$ cat src/hw/tse_pkg.sv
package tse_pkg;

   // build-time limits per expression and per analyzer core
   localparam int TSE_MAX_STAGES = 16;
   localparam int TSE_MAX_EXPR = 16;
   localparam int TSE_MAX_COUNT = 65536;
   localparam int TSE_NUM_UNITS = 16;
   localparam int TSE_NUM_TERMS = 4;

   // values after reset
   localparam int TSE_RST_STAGE = 0;
   localparam int TSE_RST_COUNT = 0;

   // combining operator applied between a term and the running result
   typedef enum logic [1:0] {
      TSE_OP_AND = 2'h0,
      TSE_OP_OR = 2'h1,
      TSE_OP_XOR = 2'h2
   } tse_op_e;

   // gray along idle -> run -> hit
   typedef enum logic [1:0] {
      TSE_ST_IDLE = 2'h0,
      TSE_ST_RUN = 2'h1,
      TSE_ST_HIT = 2'h3
   } tse_state_e;

endpackage : tse_pkg

$ cat src/hw/tse_stage_cond.sv
`timescale 1ns/1ps
`default_nettype none

module tse_stage_cond #(
   parameter int NUM_UNITS = tse_pkg::TSE_NUM_UNITS,
   parameter int NUM_TERMS = tse_pkg::TSE_NUM_TERMS,
   parameter int SEL_W = (NUM_UNITS > 1) ? $clog2(NUM_UNITS) : 1
) (
   // trigger unit results
   input wire logic [NUM_UNITS-1:0] trig_unit_match,
   // stage condition
   input wire logic always_true,
   input wire logic [NUM_TERMS*SEL_W-1:0] term_sel,
   input wire logic [NUM_TERMS-1:0] term_neg,
   input wire logic [2*NUM_TERMS-1:0] term_op,
   input wire logic [NUM_TERMS-1:0] term_en,
   // result
   output logic cond
);

   logic acc;
   logic any;
   logic t;
   logic [SEL_W-1:0] sel;

   always_comb begin
      acc = 1'b0;
      any = 1'b0;
      t = 1'b0;
      sel = '0;
      for (int i = 0; i < NUM_TERMS; i++) begin
         if (term_en[i]) begin
            sel = term_sel[i*SEL_W +: SEL_W];
            // negation is applied to the unit before any combining
            t = ((int'(sel) < NUM_UNITS) ? trig_unit_match[sel] : 1'b0) ^ term_neg[i];
            if (!any) begin
               acc = t;
            end else begin
               // strict left-to-right fold, all operators equal rank
               case (tse_pkg::tse_op_e'(term_op[2*i +: 2]))
                  tse_pkg::TSE_OP_AND: acc = acc & t;
                  tse_pkg::TSE_OP_OR: acc = acc | t;
                  tse_pkg::TSE_OP_XOR: acc = acc ^ t;
                  default: acc = acc;
               endcase
            end
            any = 1'b1;
         end
      end
      cond = always_true | (any & acc);
   end

endmodule : tse_stage_cond

`default_nettype wire

$ cat src/hw/tse_engine.sv
// Contract
// Consecutive-count stage needs its condition on back-to-back clocks to complete.
// Stage completes only when its counter reaches the programmed occurrence count.
// Counter ceiling is a build parameter; programmed counts are clamped to it.
// After THEN, next stage is looked for from the following clock on, indefinitely.
// After NEXT, next stage must match the very next clock, else restart.
// Plain count accumulates matches whether adjacent or separated.
// A gap inside a consecutive count fails and restarts from stage one.
// Always-true stage with count N is a delay of N clocks.
// Each stage has exactly one counter over its whole condition.
// Host must not program a plain count on a stage after NEXT.
// Stages are delimited by links; terms fold strictly left to right.
// Negation binds to its unit first; XOR ranks with AND and OR.
// Single-stage expression triggers whenever its unit condition matches; code triggers once per arming, then idles until rearmed.
// Stages are evaluated strictly in order; no condition spans two stages.
// An expression with more stages than built for is rejected.
// Each instance has its own build-time maximum stage count.
// Up to sixteen stages per expression are supported.
// Up to sixteen expressions per core, each enabled at run time.
// Stage counters hold counts up to 65,536 at most.
// State advances on the sample clock; arming restarts at stage one.
// On final completion trigger pulses one clock, then idle until rearmed.
`timescale 1ns/1ps
`default_nettype none

module tse_engine #(
   parameter int NUM_UNITS = tse_pkg::TSE_NUM_UNITS,
   parameter int NUM_TERMS = tse_pkg::TSE_NUM_TERMS,
   parameter int MAX_STAGES = tse_pkg::TSE_MAX_STAGES,
   parameter int MAX_COUNT = tse_pkg::TSE_MAX_COUNT,
   parameter int SEL_W = (NUM_UNITS > 1) ? $clog2(NUM_UNITS) : 1,
   parameter int STG_W = (MAX_STAGES > 1) ? $clog2(MAX_STAGES) : 1,
   parameter int NUM_W = $clog2(MAX_STAGES + 1),
   parameter int CNT_W = $clog2(MAX_COUNT + 1)
) (
   // clock and reset
   input wire logic clk,
   input wire logic rst,
   // trigger unit results
   input wire logic [NUM_UNITS-1:0] trig_unit_match,
   // control
   input wire logic arm,
   input wire logic expr_enable,
   // expression program
   input wire logic [NUM_W-1:0] cfg_num_stages,
   input wire logic [MAX_STAGES-1:0] cfg_link_next,
   input wire logic [MAX_STAGES-1:0] cfg_consec,
   input wire logic [MAX_STAGES-1:0] cfg_always,
   input wire logic [MAX_STAGES*CNT_W-1:0] cfg_count,
   input wire logic [MAX_STAGES*NUM_TERMS*SEL_W-1:0] cfg_term_sel,
   input wire logic [MAX_STAGES*NUM_TERMS-1:0] cfg_term_neg,
   input wire logic [MAX_STAGES*NUM_TERMS*2-1:0] cfg_term_op,
   input wire logic [MAX_STAGES*NUM_TERMS-1:0] cfg_term_en,
   // status
   output logic trig,
   output logic running,
   output logic cfg_err,
   output logic [STG_W-1:0] cur_stage
);

   localparam logic [CNT_W-1:0] MAX_CNT_V = CNT_W'(MAX_COUNT);
   localparam logic [CNT_W-1:0] ONE_CNT = CNT_W'(1);

   typedef struct packed {
      tse_pkg::tse_state_e st;
      logic [STG_W-1:0] stg;
      logic [CNT_W-1:0] cnt;
      logic [NUM_W-1:0] num;
      logic entered;
      logic trig;
      logic running;
      logic err;
   } tse_eng_s;

   tse_eng_s q;
   tse_eng_s d;

   logic cond;
   logic cur_next;
   logic cur_consec;
   logic cur_always;
   logic [CNT_W-1:0] cur_raw;
   logic [CNT_W-1:0] eff;
   logic [CNT_W:0] cnt_inc;
   logic [NUM_TERMS*SEL_W-1:0] cur_sel;
   logic [NUM_TERMS-1:0] cur_neg;
   logic [2*NUM_TERMS-1:0] cur_op;
   logic [NUM_TERMS-1:0] cur_en;
   logic is_last;
   logic done;
   logic bad;

   // only the active stage's program is decoded; one shared evaluator
   always_comb begin
      cur_next = cfg_link_next[q.stg];
      cur_consec = cfg_consec[q.stg];
      cur_always = cfg_always[q.stg];
      cur_raw = cfg_count[int'(q.stg)*CNT_W +: CNT_W];
      cur_sel = cfg_term_sel[int'(q.stg)*NUM_TERMS*SEL_W +: NUM_TERMS*SEL_W];
      cur_neg = cfg_term_neg[int'(q.stg)*NUM_TERMS +: NUM_TERMS];
      cur_op = cfg_term_op[int'(q.stg)*NUM_TERMS*2 +: NUM_TERMS*2];
      cur_en = cfg_term_en[int'(q.stg)*NUM_TERMS +: NUM_TERMS];
      // zero means one; anything above the built ceiling is clamped
      if (cur_raw == '0) begin
         eff = ONE_CNT;
      end else if (cur_raw > MAX_CNT_V) begin
         eff = MAX_CNT_V;
      end else begin
         eff = cur_raw;
      end
   end

   tse_stage_cond #(
      .NUM_UNITS(NUM_UNITS),
      .NUM_TERMS(NUM_TERMS),
      .SEL_W(SEL_W)
   ) u_cond (
      .trig_unit_match(trig_unit_match),
      .always_true(cur_always),
      .term_sel(cur_sel),
      .term_neg(cur_neg),
      .term_op(cur_op),
      .term_en(cur_en),
      .cond(cond)
   );

   // program check at arm time: stage budget and count after NEXT
   always_comb begin
      bad = (cfg_num_stages == '0) || (int'(cfg_num_stages) > MAX_STAGES);
      for (int i = 1; i < MAX_STAGES; i++) begin
         if (i < int'(cfg_num_stages) && cfg_link_next[i] && !cfg_consec[i]
             && cfg_count[i*CNT_W +: CNT_W] > ONE_CNT) begin
            bad = 1'b1;
         end
      end
   end

   always_comb begin
      cnt_inc = {1'b0, q.cnt} + {{CNT_W{1'b0}}, 1'b1};
      is_last = ({{(32-STG_W){1'b0}}, q.stg} + 32'h1) == {{(32-NUM_W){1'b0}}, q.num};
      done = cnt_inc >= {1'b0, eff};
   end

   always_comb begin
      d = q;
      d.trig = 1'b0;
      if (arm && expr_enable) begin
         // arming always restarts from the first stage
         d.err = bad;
         d.stg = STG_W'(tse_pkg::TSE_RST_STAGE);
         d.cnt = CNT_W'(tse_pkg::TSE_RST_COUNT);
         d.entered = 1'b0;
         d.num = cfg_num_stages;
         d.st = bad ? tse_pkg::TSE_ST_IDLE : tse_pkg::TSE_ST_RUN;
      end else begin
         case (q.st)
            tse_pkg::TSE_ST_RUN: begin
               d.entered = 1'b0;
               if (!expr_enable) begin
                  d.st = tse_pkg::TSE_ST_IDLE;
               end else if ((q.entered && cur_next && !cond)
                            || (cur_consec && q.cnt != '0 && !cond)) begin
                  d.stg = STG_W'(tse_pkg::TSE_RST_STAGE);
                  d.cnt = CNT_W'(tse_pkg::TSE_RST_COUNT);
               end else if (cond) begin
                  if (done && is_last) begin
                     d.st = tse_pkg::TSE_ST_HIT;
                     d.trig = 1'b1;
                  end else if (done) begin
                     // next stage is first examined on the following clock
                     d.stg = q.stg + STG_W'(1);
                     d.cnt = CNT_W'(tse_pkg::TSE_RST_COUNT);
                     d.entered = 1'b1;
                  end else begin
                     d.cnt = cnt_inc[CNT_W-1:0];
                  end
               end
            end
            tse_pkg::TSE_ST_HIT: begin
               d.st = tse_pkg::TSE_ST_IDLE;
            end
            tse_pkg::TSE_ST_IDLE: begin
               d.st = tse_pkg::TSE_ST_IDLE;
            end
            default: begin
               d.st = tse_pkg::TSE_ST_IDLE;
            end
         endcase
      end
      d.running = (d.st == tse_pkg::TSE_ST_RUN);
   end

   always_ff @(posedge clk or posedge rst) begin
      if (rst) begin
         q <= '{st: tse_pkg::TSE_ST_IDLE, stg: '0, cnt: '0, num: '0,
                entered: 1'b0, trig: 1'b0, running: 1'b0, err: 1'b0};
      end else begin
         q <= d;
      end
   end

   assign trig = q.trig;
   assign running = q.running;
   assign cfg_err = q.err;
   assign cur_stage = q.stg;

   // a rearm in the pulse cycle is legal and goes straight back to run, or to idle with cfg_err when the program is rejected
   property p_trig_single;
      @(posedge clk) disable iff (rst)
      (q.trig && !(arm && expr_enable)) |=> !q.trig && q.st == tse_pkg::TSE_ST_IDLE;
   endproperty
   a_trig_single: assert property (p_trig_single) else $error("trigger not single");

   property p_arm_start;
      @(posedge clk) disable iff (rst)
      (arm && expr_enable && !bad) |=> q.running && q.stg == '0 && q.cnt == '0;
   endproperty
   a_arm_start: assert property (p_arm_start) else $error("arm did not restart");

   property p_reject;
      @(posedge clk) disable iff (rst)
      (arm && expr_enable && bad) |=> q.err && !q.running;
   endproperty
   a_reject: assert property (p_reject) else $error("bad program ran");

   property p_next_fail;
      @(posedge clk) disable iff (rst)
      (q.running && !arm && expr_enable && q.entered && cur_next && !cond)
         |=> q.stg == '0 && q.cnt == '0;
   endproperty
   a_next_fail: assert property (p_next_fail) else $error("next link miss kept");

   property p_consec_fail;
      @(posedge clk) disable iff (rst)
      (q.running && !arm && expr_enable && cur_consec && q.cnt != '0 && !cond)
         |=> q.stg == '0 && q.cnt == '0;
   endproperty
   a_consec_fail: assert property (p_consec_fail) else $error("gap kept count");

   property p_count_up;
      @(posedge clk) disable iff (rst)
      (q.running && !arm && expr_enable && cond && !done && !(q.entered && cur_next))
         |=> q.cnt == $past(q.cnt) + ONE_CNT && q.stg == $past(q.stg);
   endproperty
   a_count_up: assert property (p_count_up) else $error("count not tallied");

   property p_advance;
      @(posedge clk) disable iff (rst)
      (q.running && !arm && expr_enable && cond && done && !is_last)
         |=> q.stg == $past(q.stg) + STG_W'(1) && q.cnt == '0 && q.entered;
   endproperty
   a_advance: assert property (p_advance) else $error("stage not advanced");

   property p_hold;
      @(posedge clk) disable iff (rst)
      (q.running && !arm && expr_enable && !cond && !q.entered && q.cnt == '0)
         |=> q.stg == $past(q.stg) && q.running;
   endproperty
   a_hold: assert property (p_hold) else $error("then wait abandoned");

   property p_ceiling;
      @(posedge clk) disable iff (rst)
      q.cnt < MAX_CNT_V;
   endproperty
   a_ceiling: assert property (p_ceiling) else $error("counter above ceiling");

   property p_final;
      @(posedge clk) disable iff (rst)
      (q.running && !arm && expr_enable && cond && done && is_last) |=> q.trig;
   endproperty
   a_final: assert property (p_final) else $error("final stage no trigger");

endmodule : tse_engine

`default_nettype wire

$ cat config.mk
export PLATFORM = sky130hd
export DESIGN_NAME = tse_engine
export DESIGN_NICKNAME = d
export VERILOG_FILES = /design/src/hw/tse_pkg.sv /design/src/hw/tse_stage_cond.sv /design/src/hw/tse_engine.sv
export SDC_FILE = /design/constraint.sdc
export NUM_CORES = 1
export LEC_CHECK = 0
export BUFFER_PORTS_ARGS = -buffer_cell sky130_fd_sc_hd__buf_2
export CORE_AREA = 2 2 332 334
export CTS_BUF_LIST = sky130_fd_sc_hd__clkbuf_8
export DETAILED_ROUTE_END_ITERATION = 8
export DIE_AREA = 0 0 334 336
export GPL_TIMING_DRIVEN = 0
export PLACE_DENSITY = 0.4
export SKIP_LAST_GASP = 1
export SLEW_MARGIN = 25
export SYNTH_ARGS = -nofsm -noshare
export SYNTH_HDL_FRONTEND = slang
export SYNTH_SLANG_ARGS = --single-unit
$ cat constraint.sdc
create_clock -name clk -period 20.1 [get_ports clk]
set_clock_uncertainty 0.05 [all_clocks]
set_input_delay 1.005 -clock clk [delete_from_list [all_inputs] [get_ports clk]]
set_output_delay 1.005 -clock clk [all_outputs]
set_load 0.02 [all_outputs]
==> results.md, run 1 <==
- Setup TNS: 0 ns
- Comb pwr share: approximately 93%
- RSZ-0062 raised after global routing: no
- Post-place setup slack: roughly 11 ns
- Worst Path Buf+Inv: 7
- Final hold vios: 0
- Max-slew violation count: 0
- Startpoint types: flop
- Post-DP HPWL: 81.3 mm
- Synth Flop Type: dfrtp_1
- Worst-Margin Slew: ~1.1 ns
- Status: completed
- Total track usage: ~15%
- Worst endpoint required time: around 20 ns
- Period utilisation layout: a little under half
- Post-DR wirelength/cell: ~28 µm
- Arrival @ worst endpoint: 9.35 ns
- Post-place instance area: roughly 0.017 mm²
- Post-synth EDFFs: 0
- Seq/Total Area, Yosys: 7.16%
- Via Count: around 15000
- Die width: between 300 and 400 µm
- DR iter-0 viols: approximately 1400
- Root Driver: clkbuf_8
- Critical Path Fanout Max: 10
- Dpl cells: roughly 3300
- Cell Count, Final, Fillers Out: approximately 3300
- Post-synthesis xor/xnor area fraction: approximately 1.9%
- Core area: approximately 0.11 mm²
- Utilization after layout: between 10% and 20%
- Worst Hold Path Cells: 1
- P_leak: ~7.2 nW
- Share of cells above drive strength 1: between 60 and 70%
- Die area: 0.112 mm²
- CTS tree: built
- Clock share of power: around 2.5%
- Fill cells: ~12000
- Fraction of the mapped netlist area in adder cells: under 10%
- Post-CTS sizing: 0
- Routability cong.: approximately 0.94
- Sw Pwr: about 1 mW
- VDD IR max: about 48 µV
- Number of synthesized register bits: 32
- CTS Hold Buffers Added: 0
- Peak Freq: 109 MHz
- Post-synthesis mux area share: 53.4%
- Ports: about 860
- Worst setup margin: 10.90 ns
- Synth Cell Area: roughly 0.011 mm²
- Power per standard cell area: 106 mW/mm²
- DRT antenna net count: 0
- Clock slew at reported path FFs: about 0.07 ns
- Clk_lat worst skew: 0.28 ns
- Top cell by count, worst path: ha_1
- CTS Buffer Depth: 2
- Area delta synth->final: 54.7%
- Initial Utilization: about 10%
- Yosys warning count: 0
- DR vias/cell: about 4.5
- Crit path largest cell delay: approximately 0.69 ns
- Setup Buffers After CTS: 0
- Htree depth: 2
- CP Class: flop to flop
- Largest net degree at the start of global routing: 25
- Average size of a mapped cell: about 11 µm²
- Pint: 0.840 mW
- Final setup viols: 0
- Min Tclk post-route: just over 9 ns
- CP Depth: 33
- Crit end category: flop
- Rows: roughly 120
- Mapped Cells: just over 1000
- Die height: between 300 and 400 µm
- Global-route wire length before repair: between 100 and 150 mm
- Nets: between 2000 and 3000
- R2r worst-path depth: 33
- Design area: ~0.017 mm²
- Total Power: 1.83 mW
- Vias in the first global route: around 15000
- Async SR Flop Fraction: 100%
- Worst hold slack: about 0.45 ns
- Crit-path slowest cell: clkbuf_1
- TritonCTS buffer count: 5
- Top Family by Delay on Critical Path: compound AO/OA/AOI/OAI gates
- Post-Syn Nets: approximately 1900
- Reg power frac: 4.9%
- 1st-pass router iterations: 5
- DRC: 0
- Max_cap viols: 0
- Main combinational cell family by area after synthesis: multiplexers
- Slew headroom: 24.8%
- HP Class: flop to flop
- Distinct cell type count after synthesis: 85
- Total grt overflow: 0
- Drt total wl: slightly above 90 mm
- Number of port buffers: 830
- Switch share: between 50 and 60%
- CTS Sinks: 32
- Simple-gate area share of the yosys netlist: ~18%
- Synth Area in Compound Gates: 11.4%
- Initial antenna violation count: 45
-- Yosys cell counts (all sizes together), types with 3 or more instances --
master	count	share of area, %
a211o	6	0.47
a21o	18	1.2
a21oi	36	1.6
a221o	5	0.45
a221oi	3	0.35
a22o	8	0.63
a22oi	15	1.1
a32oi	4	0.31
a41oi	3	0.24
and2	10	0.56
and3	12	0.67
and4	11	0.86
buf	57	3.6
clkbuf	34	1.1
dfrtp	32	7.2
ha	25	2.8
inv	30	1.0
mux2	11	1.1
mux2i	64	6.0
mux4	230	46
nand2	88	3.0
nand2b	8	0.45
nand3	27	1.2
nand3b	6	0.40
nand4	30	1.7
nand4b	5	0.39
nor2	28	0.94
nor2b	9	0.50
nor3	11	0.49
nor3b	7	0.47
nor4	75	4.2
nor4b	3	0.37
o2111ai	12	0.94
o211ai	6	0.40
o21a	5	0.34
o21ai	17	0.76
o221ai	5	0.60
or2	4	0.22
or3	9	0.55
xnor2	17	1.3
xor2	7	0.55
-- worst reg2reg max path, delay by kind of cell (launching register included) --
family                     cells  cell delay (ns)
AOI/OAI and AO/OA              9             2.46
and+or+nand+nor               10             1.92
DFF                            1             0.37
xor gates and xnor gates       1             0.19
buffers and inverters          7             2.15
muxes                          3             1.33
adders and majority gates      3             0.65
-- registers in the layout (all words and copies together), names as in the netlist --
name,cells
cfg_err,1
cur_stage,4
q,25
running,1
trig,1
-- per-layer routing --
layer	global-route usage, %	vias to the layer above	wire length (µm)
li1	-	6102	-
met1	20.5	7439	39300
met2	24.2	980	40400
met3	4.76	134	9160
met4	2.99	26	2030
met5	0	-	161
-- power groups by stage --
stage               logic (mW)  clock network (mW)  registers (mW)
global placement          1.71                   0          0.0922
CTS                       1.72              0.0479          0.0915
finish                    1.70              0.0453          0.0906
floorplan                 1.12                   0          0.0885
global route              1.83              0.0503          0.0928
detailed placement        1.71                   0          0.0927
-- cell type report --
type	instances	area, µm²	share of cell area [%]
buffer	91	544	3.15
multi-input combinational	870	9730	56.3
clock buffer	5	68.8	0.398
tap	1414	1770	10.2
timing repair buffer	832	4200	24.3
inverter	31	116	0.673
antenna	23	57.6	0.333
sequential	32	801	4.63
-- cells in the final DEF (no fill, tap or decap), types with 17 or more instances in the layout --
master,netlist,routed
nor2_1,28,28
a21o_1,18,18
mux4_2,230,230
nand3_1,27,27
xnor2_1,17,17
nor4_1,75,74
mux2i_1,62,62
diode_2,0,23
nand2_1,88,88
nand4_1,30,30
ha_1,25,25
a21oi_1,35,35
inv_1,29,28
dfrtp_1,32,32
clkbuf_1,34,33
buf_2,24,860
-- worst paths after layout --
| kind | slack (ns) | end | start |
|---|---|---|---|
| min | 0.45 | cfg_err$_DFFE_PP0P_ | cfg_err$_DFFE_PP0P_ |
| max reg2reg | 10.90 | q[22]$_DFFE_PP0P_ | cur_stage[1]$_DFFE_PP0P_ |
| min reg2reg | 0.45 | cfg_err$_DFFE_PP0P_ | cfg_err$_DFFE_PP0P_ |
| max | 10.90 | q[22]$_DFFE_PP0P_ | cur_stage[1]$_DFFE_PP0P_ |
| max in group asynchronous | 18.95 | cfg_err$_DFFE_PP0P_ | rst |
| min in group asynchronous | 0.63 | q[15]$_DFFE_PP0P_ | rst |
-- cell families (layout without fill, tap and decap cells) --
logic type	after synthesis	after routing
multiplexers	305	305
AO/OA/AOI/OAI	166	166
flip-flops	32	32
buffers and inverters	122	959
XOR/XNOR	24	24
other	0	23
adder cells (fa/ha/maj)	25	25
AND/OR/NAND/NOR	350	350
Note: power is estimated with default switching activity, not from simulation.
==> inputs of run 2 (changes only) <==
ABC_AREA = 1   (was default)
CORE_AREA = 2 2 334 336   (was 2 2 332 334)
DIE_AREA = 0 0 336 338   (was 0 0 334 336)
clock period = 8.8 ns   (was 20.1 ns; I/O delays follow)
==> results.md, run 2 <==
- Status: completed
- Die area: roughly 0.11 mm²
- Vias in the first global route: 19700
- Distinct cell type count after synthesis: 54
- Largest reg by FF count: q
- GRT met3 Usage: under 10%
- Routability cong.: around 0.99
- Most frequent cells in the layout: 906 x buf_2, 545 x nand2_1, 256 x nand3_1
- Post-DP HPWL: 115 mm
- Worst-Margin Slew: between 1 and 1.5 ns
- TritonCTS buffer count: 5
- Clock slew at reported path FFs: roughly 0.070 ns
- CTS tree: built
- Grt met2 use: about two fifths
- Rows: 122
- Drt total wl: 133 mm
- Arrival @ worst endpoint: 8.60 ns
- Crit path largest cell delay: just over 0.7 ns
- Via Count: between 20000 and 25000
- Post-DR wirelength/cell: 30.5 µm
- Gr busiest metal: met2
- Core area: roughly 0.11 mm²
- Nets: roughly 3700
- Initial Utilization: 10.3%
- Peak Freq: 118 MHz
- Largest register FFs: 25
- Leading area contributor after synthesis: nand2_1
- Area delta synth->final: 55.3%
- Synth Cell Area: ~0.011 mm²
- HP Class: input pin to asynchronous set/reset pin
- VDD IR max: 96.0 µV
- Htree depth: 2
- Post-place instance area: around 0.017 mm²
- Clk_lat worst skew: about 0.29 ns
- Global-route wire length before repair: 172 mm
- Number of synthesized register bits: 32
- Initial antenna violation count: 67
- Slew headroom: between 20 and 30%
- Top cells by count, synth: 545 x nand2_1, 256 x nand3_1, 184 x nor2_1
- Max_cap viols: 0
- Crit-path slowest cell: buf_2
- Critical Path Fanout Max: 10
- Seq/Total Area, Yosys: roughly 7%
- Number of port buffers: approximately 830
- Setup TNS: 0 ns
- Die height: ~340 µm
- Post-synth EDFFs: 0
- Max-slew violation count: 0
- Synth top area cells: nand2_1 18%, nand3_1 11%, o221ai_1 7.1%
- Mapped Cells: approximately 2000
- Top cell by count, worst path: buf_2
- Setup Buffers After CTS: 0
- Most frequent cell after synthesis: nand2_1
- Post-place setup slack: 0.502 ns
- Crit end category: flop
- Async SR Flop Fraction: between 90% and 100%
- Total grt overflow: 0
- DR vias/cell: approximately 4.7
- Startpoint types: flop
- DR iter-0 viols: 1769
- Final hold vios: 0
- Root Driver: clkbuf_8
- Grt met1 use: between 20% and 30%
- CTS Hold Buffers Added: 0
- CTS Buffer Depth: 2
- Worst setup margin: 0.357 ns
- Post-CTS sizing: 0
- Average size of a mapped cell: about 5.6 µm²
- Largest net degree at the start of global routing: 33
- Total track usage: roughly 22%
- Min Tclk post-route: around 8.4 ns
- Yosys warning count: 0
- DRC: 0
- 1st-pass router iterations: 6
- CTS Sinks: 32
- P_leak: 8.25 nW
- RSZ-0062 raised after global routing: no
- DRT antenna net count: 0
- Commonest non-fill, non-tap cell in the layout: buf_2
- Power per standard cell area: roughly 260 mW/mm²
- CP Class: flop to flop
- Ports: ~860
- Synth Flop Type: dfrtp_1
- Period utilisation layout: a little over nine tenths
- Final setup viols: 0
- Post-Syn Nets: 2898
- Share of cells above drive strength 1: between 30% and 40%
- Synth top area share: 18.1%
- Design area: between 0.015 and 0.02 mm²
- Die width: about 340 µm
- Worst hold slack: roughly 0.22 ns
- Worst endpoint required time: around 9 ns
-- run 2: per-layer routing --
layer  vias to the layer above  share of wire, %
met2                      1326                50
met4                        24               6.8
met1                      9748                36
met5                         -              0.12
li1                       8999                 -
met3                       326               7.0
-- run 2: worst paths after layout --
check | start | end | slack (ns) | cells after the start
setup / recovery | cur_stage[2]$_DFFE_PP0P_ | q[14]$_DFFE_PP0P_ | 0.36 | 30
setup reg to reg | cur_stage[2]$_DFFE_PP0P_ | q[14]$_DFFE_PP0P_ | 0.36 | 30
max in group asynchronous | rst | q[7]$_DFFE_PP0P_ | 8.01 | 2
min in group clk | cfg_num_stages[1] | q[5]$_DFFE_PP0P_ | 0.45 | 3
hold reg to reg | q[4]$_DFFE_PP0P_ | q[4]$_DFFE_PP0P_ | 0.46 | 2
hold / removal | rst | q[21]$_DFFE_PP0P_ | 0.22 | 2
-- run 2: cells by family (layout without fill, tap and decap cells) --
logic type	after synthesis	after routing	synth area share [%]
flops	32	32	7.10
compound gates	555	555	32.1
xor+xnor	20	20	1.62
other cells	0	38	0
buf+inv	261	1100	12.7
fa+ha+maj	25	25	2.77
simple gates	1123	1123	43.7
-- run 2: power breakdown --
part	internal (mW)	switching, mW	total [mW]
logic	1.21	2.99	4.20
registers	0.159	0.0199	0.179
clock network	0.0526	0.0559	0.109
total	1.42	3.07	4.49
-- run 2: metrics by stage --
stage	util (%)	std cells	power [mW]
final	15.9	4381	4.49
after global routing	15.9	4364	4.81
after global placement	15.7	4335	4.41
after detailed placement	15.8	4336	4.39
after CTS	15.8	4343	4.52
after floorplan	-	2016	2.43
-- run 2: cell type report --
type	instances	area, µm²
fill	13200	92500
multi-input combinational	1723	9060
timing repair buffer	832	4190
tap	1488	1860
buffer	172	1100
sequential	32	801
inverter	89	334
antenna	38	95.1
clock buffer	5	68.8
clock inverter	2	8.76
-- run 2: critical path, delay by kind of cell, from the launching register on --
kind | cells | cell delay [ns]
buffers and inverters | 11 | 4.06
AOI/OAI and AO/OA | 10 | 2.11
and+or+nand+nor | 8 | 1.36
DFF | 1 | 0.39
adders and majority gates | 1 | 0.30
==> inputs of run 3 (changes only) <==
ABC_AREA = default   (was 1)
CORE_AREA = 2 2 332 334   (was 2 2 334 336)
DIE_AREA = 0 0 334 336   (was 0 0 336 338)
==> results.md, run 3 (synthesized netlist as in run 1, its figures left out) <==
- Status: completed
- Power per standard cell area: around 250 mW/mm²
- DRT antenna net count: 0
- CP Class: flop to flop
- CTS tree: built
- Core area: roughly 0.11 mm²
- VDD IR max: roughly 120 µV
- FF/Latch Area: 802 µm²
- Nets: ~2800
- Design area: approximately 0.017 mm²
- Drt total wl: roughly 91 mm
- DRC: 0
- Clock share of power: under 10%
- Most frequent cells in the layout: 853 x buf_2, 230 x mux4_2, 88 x nand2_1
- Die height: 336 µm
- Multi-input gate area: 0.00981 mm²
- Htree depth: 2
- Via Count: between 10000 and 15000
- Total Power: ~4.3 mW
- Vias in the first global route: roughly 15000
- Final hold vios: 0
- Post-DP HPWL: just over 80 mm
- Number of port buffers: 830
- Reg power frac: ~4.8%
- Slew headroom: ~22%
- Total grt overflow: 0
- Largest net degree at the start of global routing: 25
- Max-slew violation count: 0
- Crit-path slowest cell: clkbuf_1
- Largest register FFs: 25
- Period utilisation layout: roughly 95%
- Sw Pwr: 2.31 mW
- Die width: between 300 and 400 µm
- Peak Freq: approximately 120 MHz
- TritonCTS buffer count: 5
- Pint: 1.98 mW
- Total track usage: 15.3%
- Final setup viols: 0
- Die area: between 0.1 and 0.15 mm²
- RSZ-0062 raised after global routing: yes
- Post-place instance area: between 0.015 and 0.02 mm²
- 1st-pass router iterations: 5
- Fill cells: roughly 12000
- CTS Buffer Depth: 2
- Routability cong.: between 0.9 and 1
- Min Tclk post-route: 8.37 ns
- Post-DR wirelength/cell: between 20 and 30 µm
- Share of cells above drive strength 1: 63.1%
- Area delta synth->final: 56.2%
- Crit end category: flop
- Top cell by count, worst path: a21o_1
- Rows: approximately 120
- Initial Utilization: around 10%
- Largest reg by FF count: q
- Root Driver: clkbuf_8
- DR iter-0 viols: between 1000 and 1500
- Ports: roughly 860
- Arrival @ worst endpoint: around 8.5 ns
- Initial antenna violation count: 44
- Clk_lat worst skew: roughly 0.28 ns
- DR vias/cell: ~4.4
- Comb pwr share: a little over 90%
- P_leak: around 7.3 nW
- Worst endpoint required time: 8.96 ns
- Startpoint types: flop
- Clock slew at reported path FFs: roughly 0.07 ns
- Max_cap viols: 0
- Commonest non-fill, non-tap cell in the layout: buf_2
- CTS Sinks: 32
- Global-route wire length before repair: approximately 120 mm
- Worst-Margin Slew: around 1.2 ns
- Critical Path Fanout Max: 10
- Crit path largest cell delay: 0.79 ns
- Switch share: a little over half
- HP Class: input pin to asynchronous set/reset pin
==> run 3: repair_timing <==
action,in CTS,in global routing
endpoints found under the setup margin,25,25
gates cloned,0,0
pin swaps,0,3
buffers inserted,0,8
gates resized for setup,13,21
hold buffers,0,0
==> run 3: layout make-up <==
type | instances | area share (%)
diodes | 18 | 0.258
plain buffers | 89 | 3.34
clock buffers | 5 | 0.394
inverters | 31 | 0.667
multi-input cells | 870 | 56.2
flip-flops and latches | 32 | 4.59
well taps | 1414 | 10.1
repair buffers | 840 | 24.4
==> run 3: critical path: cells and delay by family (launching register included) <==
kind | cells | cell delay [ns]
flops | 1 | 0.39
simple gates | 4 | 0.83
buf+inv | 10 | 3.79
mux | 3 | 1.22
compound gates | 9 | 1.64
fa+ha+maj | 1 | 0.26
==> run 3: stage by stage <==
stage	cells	utilization, %	hold WS, ns	setup TNS, ns	setup WS [ns]
after CTS	3274	15.9	0.0883	0	0.0302
after detailed placement	3270	15.8	0.404	-7.22	-0.425
after global placement	3268	15.8	0.420	-15.68	-0.773
final	3299	16.1	0.0722	0	0.433
after floorplan	1024	-	0.397	0	1.25
after global routing	3286	16.1	0.0900	-0.123	-0.0295
==> run 3: layer usage <==
metal	global-route usage, %	vias to the layer above	share of wire (%)
met5	0	-	0.21
met4	3.08	30	2.4
met3	4.79	145	10
met2	24.0	971	44
met1	20.5	7393	43
li1	-	6119	-
==> run 3: path summary, 6_finish.rpt <==
path	slack (ns)	endpoint	startpoint	cells after the start
setup reg to reg	0.43	q[12]$_DFFE_PP0P_	cur_stage[1]$_DFFE_PP0P_	27
hold / removal	0.07	q[15]$_DFFE_PP0P_	rst	2
min in group clk	0.42	q[4]$_DFFE_PP0P_	cfg_num_stages[0]	3
hold reg to reg	0.45	q[4]$_DFFE_PP0P_	q[4]$_DFFE_PP0P_	2
setup / recovery	0.43	q[12]$_DFFE_PP0P_	cur_stage[1]$_DFFE_PP0P_	27
max in group asynchronous	8.19	cur_stage[2]$_DFFE_PP0P_	rst	3
==> run 3: power groups by stage <==
stage	logic [mW]	clock network (mW)	registers, mW
after floorplan	2.56	0	0.202
after global placement	3.90	0	0.211
after detailed placement	3.90	0	0.212
after CTS	3.92	0.109	0.209
after global routing	4.29	0.115	0.211
final	3.98	0.104	0.207
